`src/verilog/drive_param_defs.svh`:
```
/*
  Register addresses, field positions and reset values of the drive
  parameter bank. Assumes inclusion by name from the design files.
*/
`ifndef DRIVE_PARAM_DEFS_SVH
`define DRIVE_PARAM_DEFS_SVH

`define ADDR_OTHER_CHANNEL_LOCK 16'h013C
`define ADDR_HOME_BEFORE_ABS 16'h062C
`define ADDR_ACTIVE_WARNING 16'h1C16
`define ADDR_LATCHED_WARNING 16'h1C18
`define ADDR_VOLT_UTIL 16'h1E26
`define ADDR_RECENT_WARNING 16'h1C1A

`define RST_HOME_BEFORE_ABS 1'h0
`define RST_LOCK 1'h0
`define RST_WORD 16'h0000

`define WB_GENERAL 0
`define WB_PS_TEMP 1
`define WB_MOTOR_TEMP 2
`define WB_RSVD_A 3
`define WB_PS_OVERLOAD 4
`define WB_MOTOR_OVERLOAD 5
`define WB_BRAKE_RES 6
`define WB_CAN 7
`define WB_ENCODER 8
`define WB_RS485 9
`define WB_SAFE_TORQUE 10
`define WB_UNDERVOLT 11
`define WB_ALT_FIELDBUS 12
`define WB_POS_INVALID 13
`define WB_ETHERNET 14
`define WB_RSVD_B 15

`define WARN_RESERVED_MASK 16'h8008
`define WARN_AUTO_CLEAR_MASK 16'h2C00
`define UTIL_FULL_SCALE 16'sh0064

`endif

```
`src/verilog/drive_param_pkg.sv`:
```
/*
  Types of the drive parameter bank. Assumes the defs header alongside.
*/
package drive_param_pkg;
  typedef struct packed {
    logic wr;
    logic rd;
    logic [15:0] addr;
    logic [15:0] wdata;
  } param_req_type;

  typedef struct packed {
    logic valid;
    logic err;
    logic [15:0] rdata;
  } param_rsp_type;

  typedef enum logic [0:0] {
    SRC_LIVE,
    SRC_CLEAR
  } unused_src_type;
endpackage

```
`src/verilog/drive_param_bank.sv`:
```
/*
  Fieldbus parameter bank: bus voltage utilisation, active and latched
  warning words, most recent warning code, home-before-absolute switch
  and other-channel lock. Assumes a fieldbus front end presenting one
  request per cycle on MCLK; warning sources arrive asynchronously.
*/
// Behaviour
// RL1: Report bus voltage utilisation as signed 16-bit percent, 100 means at limit.
// RL2: Active warnings read-only, same bit layout as latched word.
// RL3: Bits 0-7: general, stage temp, motor temp, reserved, overloads, CAN.
// RL4: Bits 8-15: encoder, RS485, torque-off, undervoltage, alt bus, position, Ethernet, reserved.
// RL5: With bit 0 set, detailed general-warning cause readable separately.
// RL6: Fault clear command clears whole latched warning word.
// RL7: Latched bits 10, 11, 13 clear themselves once cause is gone.
// RL8: Bit 13 stays set while position capture runs.
// RL9: Writable switch: 1 needs homing before absolute moves; resets to 0.
// RL10: Fieldbus writes 1 to lock other channels, 0 releases; enforced.
// RL11: Lock blocks input-signal and commissioning channels, never halt.
// RL12: Latched bit sets when active bit is 1, holds until cleared.
// RL13: Writes to read-only words are ignored, contents unchanged.
`timescale 1ns/1ns
`include "drive_param_defs.svh"
module drive_param_bank
  import drive_param_pkg::*;
#(
  parameter int WARN_W = 16,
  parameter int CODE_W = 16
) (
  // Clock and reset
  input wire logic MCLK,
  input wire logic RSTN,
  // Fieldbus parameter access
  input wire param_req_type BUS_REQ,
  output param_rsp_type BUS_RSP,
  // Drive state inputs (asynchronous)
  input wire logic [WARN_W-1:0] WARN_SOURCES,
  input wire logic CAPTURE_RUNNING,
  input wire logic [15:0] VOLT_UTIL_IN,
  input wire logic [CODE_W-1:0] RECENT_CODE_IN,
  input wire logic FAULT_CLEAR_CMD,
  // Other access channels
  input wire logic INPUT_CH_REQ,
  input wire logic COMMISSION_CH_REQ,
  input wire logic HALT_IN,
  output logic INPUT_CH_GRANT,
  output logic COMMISSION_CH_GRANT,
  output logic HALT_OUT,
  // Settings
  output logic HOME_BEFORE_ABS,
  output logic OTHER_CHANNEL_LOCK
);
  logic [WARN_W-1:0] src_sync;
  logic [WARN_W-1:0] raw_warn;
  logic [WARN_W-1:0] active_ff;
  logic [WARN_W-1:0] latched_ff;
  logic [15:0] util_ff;
  logic [CODE_W-1:0] code_ff;
  logic home_ff;
  logic lock_ff;
  logic in_grant_ff;
  logic com_grant_ff;
  logic halt_ff;
  param_rsp_type rsp_ff;
  logic [WARN_W-1:0] nxt_active;
  logic [WARN_W-1:0] nxt_latched;
  logic [15:0] nxt_util;
  logic [CODE_W-1:0] nxt_code;
  logic nxt_home;
  logic nxt_lock;
  logic nxt_in_grant;
  logic nxt_com_grant;
  logic nxt_halt;
  param_rsp_type nxt_rsp;
  logic [5+CODE_W+16-1:0] misc_in;
  logic [5+CODE_W+16-1:0] misc_sync;
  logic capture_s;
  logic fault_clr_s;
  logic halt_s;
  logic in_req_s;
  logic com_req_s;
  logic [15:0] util_s;
  logic [CODE_W-1:0] code_s;

  initial begin
    if (WARN_W != 16) $error("drive_param_bank supports a 16-bit warning word only");
    if (CODE_W < 1 || CODE_W > 16) $error("drive_param_bank CODE_W must be 1..16");
  end

  // Pin synchronisers
  warn_sync #(.WIDTH(WARN_W)) u_warn_sync (
    .clk(MCLK),
    .rstn(RSTN),
    .async_in(WARN_SOURCES),
    .sync_out(src_sync)
  );

  assign misc_in = {CAPTURE_RUNNING, FAULT_CLEAR_CMD, HALT_IN, INPUT_CH_REQ,
                    COMMISSION_CH_REQ, VOLT_UTIL_IN, RECENT_CODE_IN};
  warn_sync #(.WIDTH(5+CODE_W+16)) u_misc_sync (
    .clk(MCLK),
    .rstn(RSTN),
    .async_in(misc_in),
    .sync_out(misc_sync)
  );
  assign {capture_s, fault_clr_s, halt_s, in_req_s, com_req_s, util_s, code_s} = misc_sync;

  // Live warning word with reserved bits forced low
  always_comb begin
    raw_warn = src_sync & ~`WARN_RESERVED_MASK; // RL3 RL4
    raw_warn[`WB_POS_INVALID] = src_sync[`WB_POS_INVALID] | capture_s; // RL8
  end

  // Warning state
  always_comb begin
    nxt_active = raw_warn; // RL2
    nxt_latched = latched_ff & ~(`WARN_AUTO_CLEAR_MASK & ~raw_warn); // RL7
    if (fault_clr_s) begin
      nxt_latched = '0; // RL6
    end
    nxt_latched = nxt_latched | raw_warn; // RL12
    nxt_util = util_s; // RL1
    nxt_code = raw_warn[`WB_GENERAL] ? code_s : code_ff; // RL5
  end

  always_ff @(posedge MCLK or negedge RSTN) begin
    if (!RSTN) begin
      active_ff <= `RST_WORD;
      latched_ff <= `RST_WORD;
      util_ff <= `RST_WORD;
      code_ff <= '0;
    end else begin
      active_ff <= nxt_active;
      latched_ff <= nxt_latched;
      util_ff <= nxt_util;
      code_ff <= nxt_code;
    end
  end

  // Parameter access
  always_comb begin
    nxt_home = home_ff;
    nxt_lock = lock_ff;
    nxt_rsp = '0;
    if (BUS_REQ.wr) begin
      nxt_rsp.valid = 1'b1;
      case (BUS_REQ.addr)
        `ADDR_HOME_BEFORE_ABS: nxt_home = BUS_REQ.wdata[0]; // RL9
        `ADDR_OTHER_CHANNEL_LOCK: nxt_lock = BUS_REQ.wdata[0]; // RL10
        `ADDR_ACTIVE_WARNING, `ADDR_LATCHED_WARNING, `ADDR_VOLT_UTIL,
        `ADDR_RECENT_WARNING: nxt_rsp.err = 1'b0; // RL13
        default: nxt_rsp.err = 1'b1;
      endcase
    end else if (BUS_REQ.rd) begin
      nxt_rsp.valid = 1'b1;
      case (BUS_REQ.addr)
        `ADDR_HOME_BEFORE_ABS: nxt_rsp.rdata = {15'h0000, home_ff};
        `ADDR_OTHER_CHANNEL_LOCK: nxt_rsp.rdata = {15'h0000, lock_ff};
        `ADDR_ACTIVE_WARNING: nxt_rsp.rdata = active_ff; // RL2
        `ADDR_LATCHED_WARNING: nxt_rsp.rdata = latched_ff;
        `ADDR_VOLT_UTIL: nxt_rsp.rdata = util_ff; // RL1
        `ADDR_RECENT_WARNING: nxt_rsp.rdata = 16'(code_ff); // RL5
        default: nxt_rsp.err = 1'b1;
      endcase
    end
  end

  // Channel gating
  always_comb begin
    nxt_in_grant = in_req_s & ~lock_ff; // RL10 RL11
    nxt_com_grant = com_req_s & ~lock_ff; // RL11
    nxt_halt = halt_s; // RL11
  end

  always_ff @(posedge MCLK or negedge RSTN) begin
    if (!RSTN) begin
      home_ff <= `RST_HOME_BEFORE_ABS;
      lock_ff <= `RST_LOCK;
      rsp_ff <= '0;
      in_grant_ff <= 1'b0;
      com_grant_ff <= 1'b0;
      halt_ff <= 1'b0;
    end else begin
      home_ff <= nxt_home;
      lock_ff <= nxt_lock;
      rsp_ff <= nxt_rsp;
      in_grant_ff <= nxt_in_grant;
      com_grant_ff <= nxt_com_grant;
      halt_ff <= nxt_halt;
    end
  end

  assign BUS_RSP = rsp_ff;
  assign HOME_BEFORE_ABS = home_ff;
  assign OTHER_CHANNEL_LOCK = lock_ff;
  assign INPUT_CH_GRANT = in_grant_ff;
  assign COMMISSION_CH_GRANT = com_grant_ff;
  assign HALT_OUT = halt_ff;

  // Checks
  property p_latch_follows;
    @(posedge MCLK) disable iff (!RSTN) (active_ff != '0) |-> ((latched_ff & active_ff) == active_ff);
  endproperty
  a_latch_follows: assert property (p_latch_follows) else $error("latched misses active bit"); // RL12

  property p_fault_clear;
    @(posedge MCLK) disable iff (!RSTN) fault_clr_s |=> (latched_ff == active_ff);
  endproperty
  a_fault_clear: assert property (p_fault_clear) else $error("fault clear left stale bits"); // RL6

  property p_auto_clear;
    @(posedge MCLK) disable iff (!RSTN) !raw_warn[`WB_SAFE_TORQUE] |=> !latched_ff[`WB_SAFE_TORQUE];
  endproperty
  a_auto_clear: assert property (p_auto_clear) else $error("bit 10 not auto-cleared"); // RL7

  property p_capture_invalid;
    @(posedge MCLK) disable iff (!RSTN) capture_s |=> active_ff[`WB_POS_INVALID];
  endproperty
  a_capture_invalid: assert property (p_capture_invalid) else $error("bit 13 low in capture"); // RL8

  property p_reserved_low;
    @(posedge MCLK) disable iff (!RSTN) (active_ff & `WARN_RESERVED_MASK) == '0;
  endproperty
  a_reserved_low: assert property (p_reserved_low) else $error("reserved warning bit set"); // RL3

  property p_home_write;
    @(posedge MCLK) disable iff (!RSTN)
      (BUS_REQ.wr && BUS_REQ.addr == `ADDR_HOME_BEFORE_ABS) |=> (home_ff == $past(BUS_REQ.wdata[0]));
  endproperty
  a_home_write: assert property (p_home_write) else $error("home switch not written"); // RL9

  property p_lock_blocks;
    @(posedge MCLK) disable iff (!RSTN) lock_ff |=> (!in_grant_ff && !com_grant_ff);
  endproperty
  a_lock_blocks: assert property (p_lock_blocks) else $error("locked channel granted"); // RL10

  property p_halt_passes;
    @(posedge MCLK) disable iff (!RSTN) halt_s |=> HALT_OUT;
  endproperty
  a_halt_passes: assert property (p_halt_passes) else $error("halt blocked"); // RL11

  property p_ro_write;
    @(posedge MCLK) disable iff (!RSTN)
      (BUS_REQ.wr && BUS_REQ.addr == `ADDR_LATCHED_WARNING) |=> !BUS_RSP.err;
  endproperty
  a_ro_write: assert property (p_ro_write) else $error("read-only write faulted"); // RL13

  c_lock: cover property (@(posedge MCLK) disable iff (!RSTN) $rose(lock_ff));
  c_fault_clr: cover property (@(posedge MCLK) disable iff (!RSTN) fault_clr_s && latched_ff != '0);
  c_capture: cover property (@(posedge MCLK) disable iff (!RSTN) $fell(capture_s));
endmodule

```
`src/verilog/warn_sync.sv`:
```
/*
  Two-stage synchroniser for a bus of asynchronous levels.
  Assumes one clock and an asynchronous active-low reset.
*/
`timescale 1ns/1ns
module warn_sync #(
  parameter int WIDTH = 16
) (
  // Clock and reset
  input wire logic clk,
  input wire logic rstn,
  // Levels
  input wire logic [WIDTH-1:0] async_in,
  output logic [WIDTH-1:0] sync_out
);
  logic [WIDTH-1:0] meta_ff;
  logic [WIDTH-1:0] sync_ff;
  logic [WIDTH-1:0] nxt_meta;
  logic [WIDTH-1:0] nxt_sync;

  initial begin
    if (WIDTH < 1) $error("warn_sync WIDTH must be positive");
  end

  always_comb begin
    nxt_meta = async_in;
    nxt_sync = meta_ff;
  end

  always_ff @(posedge clk or negedge rstn) begin
    if (!rstn) begin
      meta_ff <= '0;
      sync_ff <= '0;
    end else begin
      meta_ff <= nxt_meta;
      sync_ff <= nxt_sync;
    end
  end

  assign sync_out = sync_ff;
endmodule

```
`config.mk`:
```
export PLATFORM = sky130hd
export DESIGN_NAME = drive_param_bank
export DESIGN_NICKNAME = d
export VERILOG_FILES = /design/src/verilog/drive_param_pkg.sv /design/src/verilog/drive_param_bank.sv /design/src/verilog/warn_sync.sv
export VERILOG_INCLUDE_DIRS = /design/src /design/src/verilog
export SDC_FILE = /design/constraint.sdc
export NUM_CORES = 1
export LEC_CHECK = 0
export BUFFER_PORTS_ARGS = -buffer_cell sky130_fd_sc_hd__buf_2
export CORE_ASPECT_RATIO = 1.5
export CORE_MARGIN = 8
export CORE_UTILIZATION = 40
export CTS_CLUSTER_SIZE = 40
export DETAILED_ROUTE_END_ITERATION = 16
export GPL_TIMING_DRIVEN = 0
export PLACE_DENSITY = 0.66
export SYNTH_ARGS = -nofsm -noshare
export SYNTH_HDL_FRONTEND = slang
export SYNTH_SLANG_ARGS = --single-unit
```
`constraint.sdc`:
```
create_clock -name MCLK -period 1.7 [get_ports MCLK]
set_input_delay 0.17 -clock MCLK [delete_from_list [all_inputs] [get_ports MCLK]]
set_output_delay 0.17 -clock MCLK [all_outputs]
set_load 0.01 [all_outputs]
```
# [Yosys cells after proc, flatten, opt, wreduce, memory -nomap -nowiden]
# Cells that the tools add are included.
[word_totals] reg_bits=189 latchBits=0 mem_bits_rw=0 romBits=0 inputBits=89 out_inout_bits=23 wordCells=39 n_memories=0
[classes] n_addsub=0 multipliers=0 n_div=0 magnitude_cmp=0 n_eq_ne=6 shift=0 n_mux=6 bitwise=8 reduce_logical=3
[op_table] op="$pmux 16 s6" count=1
[op_table] op="$eq 16x13->1 const B" count=4
[op_table] op="$mux 16" count=2
[op_table] op="$mux 18" count=1
[op_table] op="$and 16x16->16" count=1
[op_table] op="$eq 16x11->1 const B" count=1
[op_table] op="$eq 16x9->1 const B" count=1
[op_table] op="$not 14->16" count=1
[op_table] op="$or 16x15->16" count=1
[op_table] op="$not 14->14" count=1
[op_table] op="$reduce_or 6->1" count=1
[op_table] op="$reduce_and 2->1" count=2
[op_table] op="$and 1x1->1" count=2
[op_table] op="$mux 2" count=1
[op_table] op="$mux 1" count=1
[op_table] op="$not 1->1" count=1
[op_table] op="$or 1x1->1" count=1

# [Longest topological paths before layout]
[logic_depth] ltp_word=6 depth_mapped=6 ltp_nobuf=4

# [By module]
# Synthesis repeated with hierarchy kept, for this count alone.
[hier_totals] cells_unflattened=319 hier_area_um2=5779.3
[modules_own_cells] module="drive_param_bank" instances=1 cells_each=213 area_per_inst_um2=3126.7 seq_area_each_um2=2077.0
[modules_own_cells] module="warn_sync at u_misc_sync" instances=1 cells_each=74 area_per_inst_um2=1851.8 seq_area_each_um2=1851.8
[modules_own_cells] module="warn_sync at u_warn_sync" instances=1 cells_each=32 area_per_inst_um2=800.8 seq_area_each_um2=800.8

# [Worst setup path before layout]
# OpenSTA, ideal clock, no wires.
[synth_timing] path_type="input -> register" start="input port BUS_REQ[23] in the netlist's numbering" end="register lock_ff, in the netlist OTHER_CHANNEL_LOCK" setup_time_ns=0.128 t_arrival_ns=1.642 t_required_ns=1.572 slack_ns=-0.069 cell_stages=5 n_path_buf=1 path_cell_list="or4_4 > buf_6 > nor4_4 > nand3_1 > mux2_1"
[synth_via] elab_chain_len=2
[synth_lines] element="from (decl)" line="drive_param_bank.sv:33" source="input wire param_req_type BUS_REQ,"
[synth_lines] element="$eq 16x9->1" line="drive_param_bank.sv:146" source="case (BUS_REQ.addr)"
[synth_lines] element="$reduce_and 2->1 (no line)"
[synth_lines] element="to (signal assigned)" line="drive_param_bank.sv:177" source="lock_ff <= `RST_LOCK;"
[synth_lines] element="to (signal assigned)" line="drive_param_bank.sv:184" source="lock_ff <= nxt_lock;"
[synth_lines] element="to (decl)" line="drive_param_bank.sv:59" source="logic lock_ff;"
# Every way passes these cells.
# A chain may end at the register's enable or synchronous reset.

==> impl_metrics.ini <==
[synthesis]
ys_warn_count = 0
synth.distinct_cells = 42
ys.flop_type = dfrtp_1
synthArstFlopShare = 1.000
seq_area_frac_synth = 0.7896
synth_edf_count = 0
postSynthCellCount = 317
ys_ff_latch = 185
synth_area_um2 = 5863
synth_nets = 406
avgSynthCellArea_um2 = 18.50

[sta]
rsz0062_at_grt = no
max-slew-margin-rel = 0.5684
worst_pin_slew_ps = 647.4
setup_viol = 0
whs_ps = 118.1
fmax_ghz = 0.6158
post-route-period-util = 0.9552
finalClockSkew_ps = 8.777
hold_violations = 0
drv_slew = 0
final.min_clock_period_ps = 1624

[worst_setup_path]
reg2reg_depth = 2
worstSetupEndpointType = register
rrSetupSlack_ps = 210
cp.arrival_ps = 1970
crit_family = simple AND/OR/NAND/NOR gates
start_kind = primary input
cpMostUsedCell = buf_2
worst-path-buf-inv = 3
path_class = in2reg
cp.required_ps = 2040
crit_chain = buf_2, or4_4, buf_6, nor4_4, buf_2, a222oi_1, a21oi_2
regToRegStartpoint = u_warn_sync.sync_out[0]
crit_path_max_fanout = 10
r2r_end = code_ff[9]
critPathMaxStageDelay_ps = 520
cpMaxStageDelayCell = or4_4

[power_and_ir_drop]
power_leakage_uw = 0.003543
cellPowerDensity_nw_per_um2 = 1134
max-vdd-ir-drop_uv = 673.8

[route]
via_per_inst = 4.639
route.vias.total = 3229
wl_met1_um = 4005
drt_iter0_markers = 153
drc_errors = 0
wl_met3_um = 634
first_pass_iters = 5
antenna_left = 0
route.met2.wl_um = 6230
wirelength_um = 11140
wire_per_inst_um = 16.00
top_layer = met4

[layout]
drive_gt1_frac = 0.3840
antennaDiodeCount = 0
synthToLayoutAreaGrowth_pct = 32.50
fillers = 1224
final_core_util = 0.5373
nets = 576
stdcell_area_um2 = 7769

[hold_path]
hold_start = BUS_REQ[33]
hp-class = in2reg
hold_end = OTHER_CHANNEL_LOCK
holdPathStages = 3

[global_route]
track_usage = 0.1274
grt_pass1_wl_um = 18030
antenna_found_initial = 0
overflow = 0
grt_max_degree = 97
first_global_vias = 3653

[die]
core_area_um2 = 14460
start_util = 0.4055
fp.dieH_um = 164.3
ios = 112
num_rows = 54
die_w_um = 114.9
fp.dieArea_um2 = 18870

[status]
status = finished clean

[clocking]
clock_latency_ps = 420
cts_sinks = 185
cts_tree = yes
clk_pin_slew_worst_paths_ps = 70
clock_path_buffers = 2
cts_root_buf = clkbuf_16
cts_max_level = 4
cts_buffers = 17

[placement]
portBuffers = 94
gp_congestion = 0.7526
post-dp-hpwl_um = 7495
dpl-instance-area_um2 = 6619

[run]
cap_violations = 0
## worst max-delay path by stage
| stage | start | endpoint | slack, ps | depth (start not counted) |
|---|---|---|---|---|
| 2_1_floorplan | BUS_REQ[23] | BUS_RSP[4] | -8 | 6 |
| 3_3_place_gp | RSTN | BUS_RSP[4] | -2150 | 1 |
| 3_5_place_dp | BUS_REQ[23] | BUS_RSP[7] | -470 | 7 |
| 4_1_cts | BUS_REQ[23] | BUS_RSP[2] | -2 | 7 |
| 5_1_grt | BUS_REQ[23] | BUS_RSP[10] | 20 | 7 |
| 6_report | BUS_REQ[23] | BUS_RSP[7] | 80 | 7 |
## through the flow
stage	setup TNS [ps]	cells	worst slack [ps]	total power, uW
after floorplan	-81.10	317	-8.396	4907
after global placement	-405050	607	-2150	5123
after detailed placement	-9355	608	-471.8	5158
after CTS	-2.484	694	-2.484	8932
after global routing	0	696	15.39	9160
final	0	696	76.11	8809
## flip-flops by register name, indices dropped and copies added (netlist names)
signal,cells
BUS_RSP,18
COMMISSION_CH_GRANT,1
HALT_OUT,1
HOME_BEFORE_ABS,1
INPUT_CH_GRANT,1
OTHER_CHANNEL_LOCK,1
active_ff,14
code_ff,16
latched_ff,14
u_misc_sync.meta_ff,37
u_misc_sync.sync_out,37
u_warn_sync.meta_ff,14
u_warn_sync.sync_out,14
util_ff,16
## area by class of cell
class,count,area [um2],area share
flip-flops and latches,185,4629,0.5959
multi-input cells,116,1157,0.1490
repair buffers,152,1074,0.1382
clock buffers,18,429.2,0.05524
well taps,196,245.2,0.03157
clock inverters,14,128.9,0.01659
plain buffers,12,93.84,0.01208
inverters,3,11.26,0.001450
## power by group
group | leakage, uW | total, uW | internal, uW | switching [uW]
Clock | 0.000274 | 3640 | 1930 | 1710
Sequential | 0.00218 | 4710 | 4620 | 81.8
Combinational | 0.00109 | 459 | 254 | 206
Total | 0.00354 | 8810 | 6810 | 2000
## cells in the mapped netlist (2+ instances only)
library cell,count,share of area
a222oi_1,12,0.020
nor4_4,3,0.011
dfrtp_1,185,0.79
clkbuf_8,2,0.0047
mux2_2,29,0.056
or2_2,3,0.0032
nor2b_1,3,0.0032
inv_1,3,0.0019
nand3_1,3,0.0026
a22oi_1,2,0.0026
a32oi_1,4,0.0060
o21ai_0,2,0.0017
nor4_2,2,0.0043
a21oi_1,4,0.0034
mux2_1,2,0.0038
a21oi_2,10,0.015
and4bb_2,2,0.0043
or4bb_1,4,0.0077
nand4bb_1,2,0.0038
a21o_1,11,0.014
and2b_1,2,0.0026
buf_6,3,0.0058
clkbuf_1,5,0.0032
## repair_timing
item                       in CTS  in global routing
setup endpoints to repair      17                 13
hold buffers                   55                  0
resized for setup               2                  3
gates cloned                    0                  0
pin swaps                       0                  1
setup buffers                   0                  2
hold endpoints to repair      143                  0
## worst reg2reg max path, delay by kind of cell, from the launching register on
family	cells	cell delay, ps
buffers and inverters	1	390
DFF	1	610
muxes	1	380
## kinds of logic (layout without fill, tap and decap cells)
logic type / Yosys count / count (layout) / synth area share
DFF: 185 / 185 / 0.7896
AOI/OAI and AO/OA: 51 / 51 / 0.07618
and+or+nand+nor: 34 / 34 / 0.05634
muxes: 31 / 31 / 0.05954
buffers and inverters: 16 / 199 / 0.01835
## per-layer routing
layer / vias to the layer above / track usage
li1: 1478 / -
met2: 96 / 0.2291
met5: - / 0
met4: 0 / 0.06779
met3: 13 / 0.03717
met1: 1642 / 0.1295
## placed cells by master (no fill, tap or decap), types with 5 or more instances in the layout
| cell | netlist | routed |
|---|---|---|
| a222oi_1 | 12 | 12 |
| buf_2 | 1 | 95 |
| dlygate4sd3_1 | 0 | 55 |
| a21oi_2 | 10 | 10 |
| clkbuf_1 | 5 | 5 |
| mux2_2 | 29 | 29 |
| clkbuf_16 | 0 | 17 |
| nor4_4 | 3 | 5 |
| dfrtp_1 | 185 | 185 |
| a21o_1 | 11 | 11 |
No activity file was read; power rests on OpenSTA's default activity.
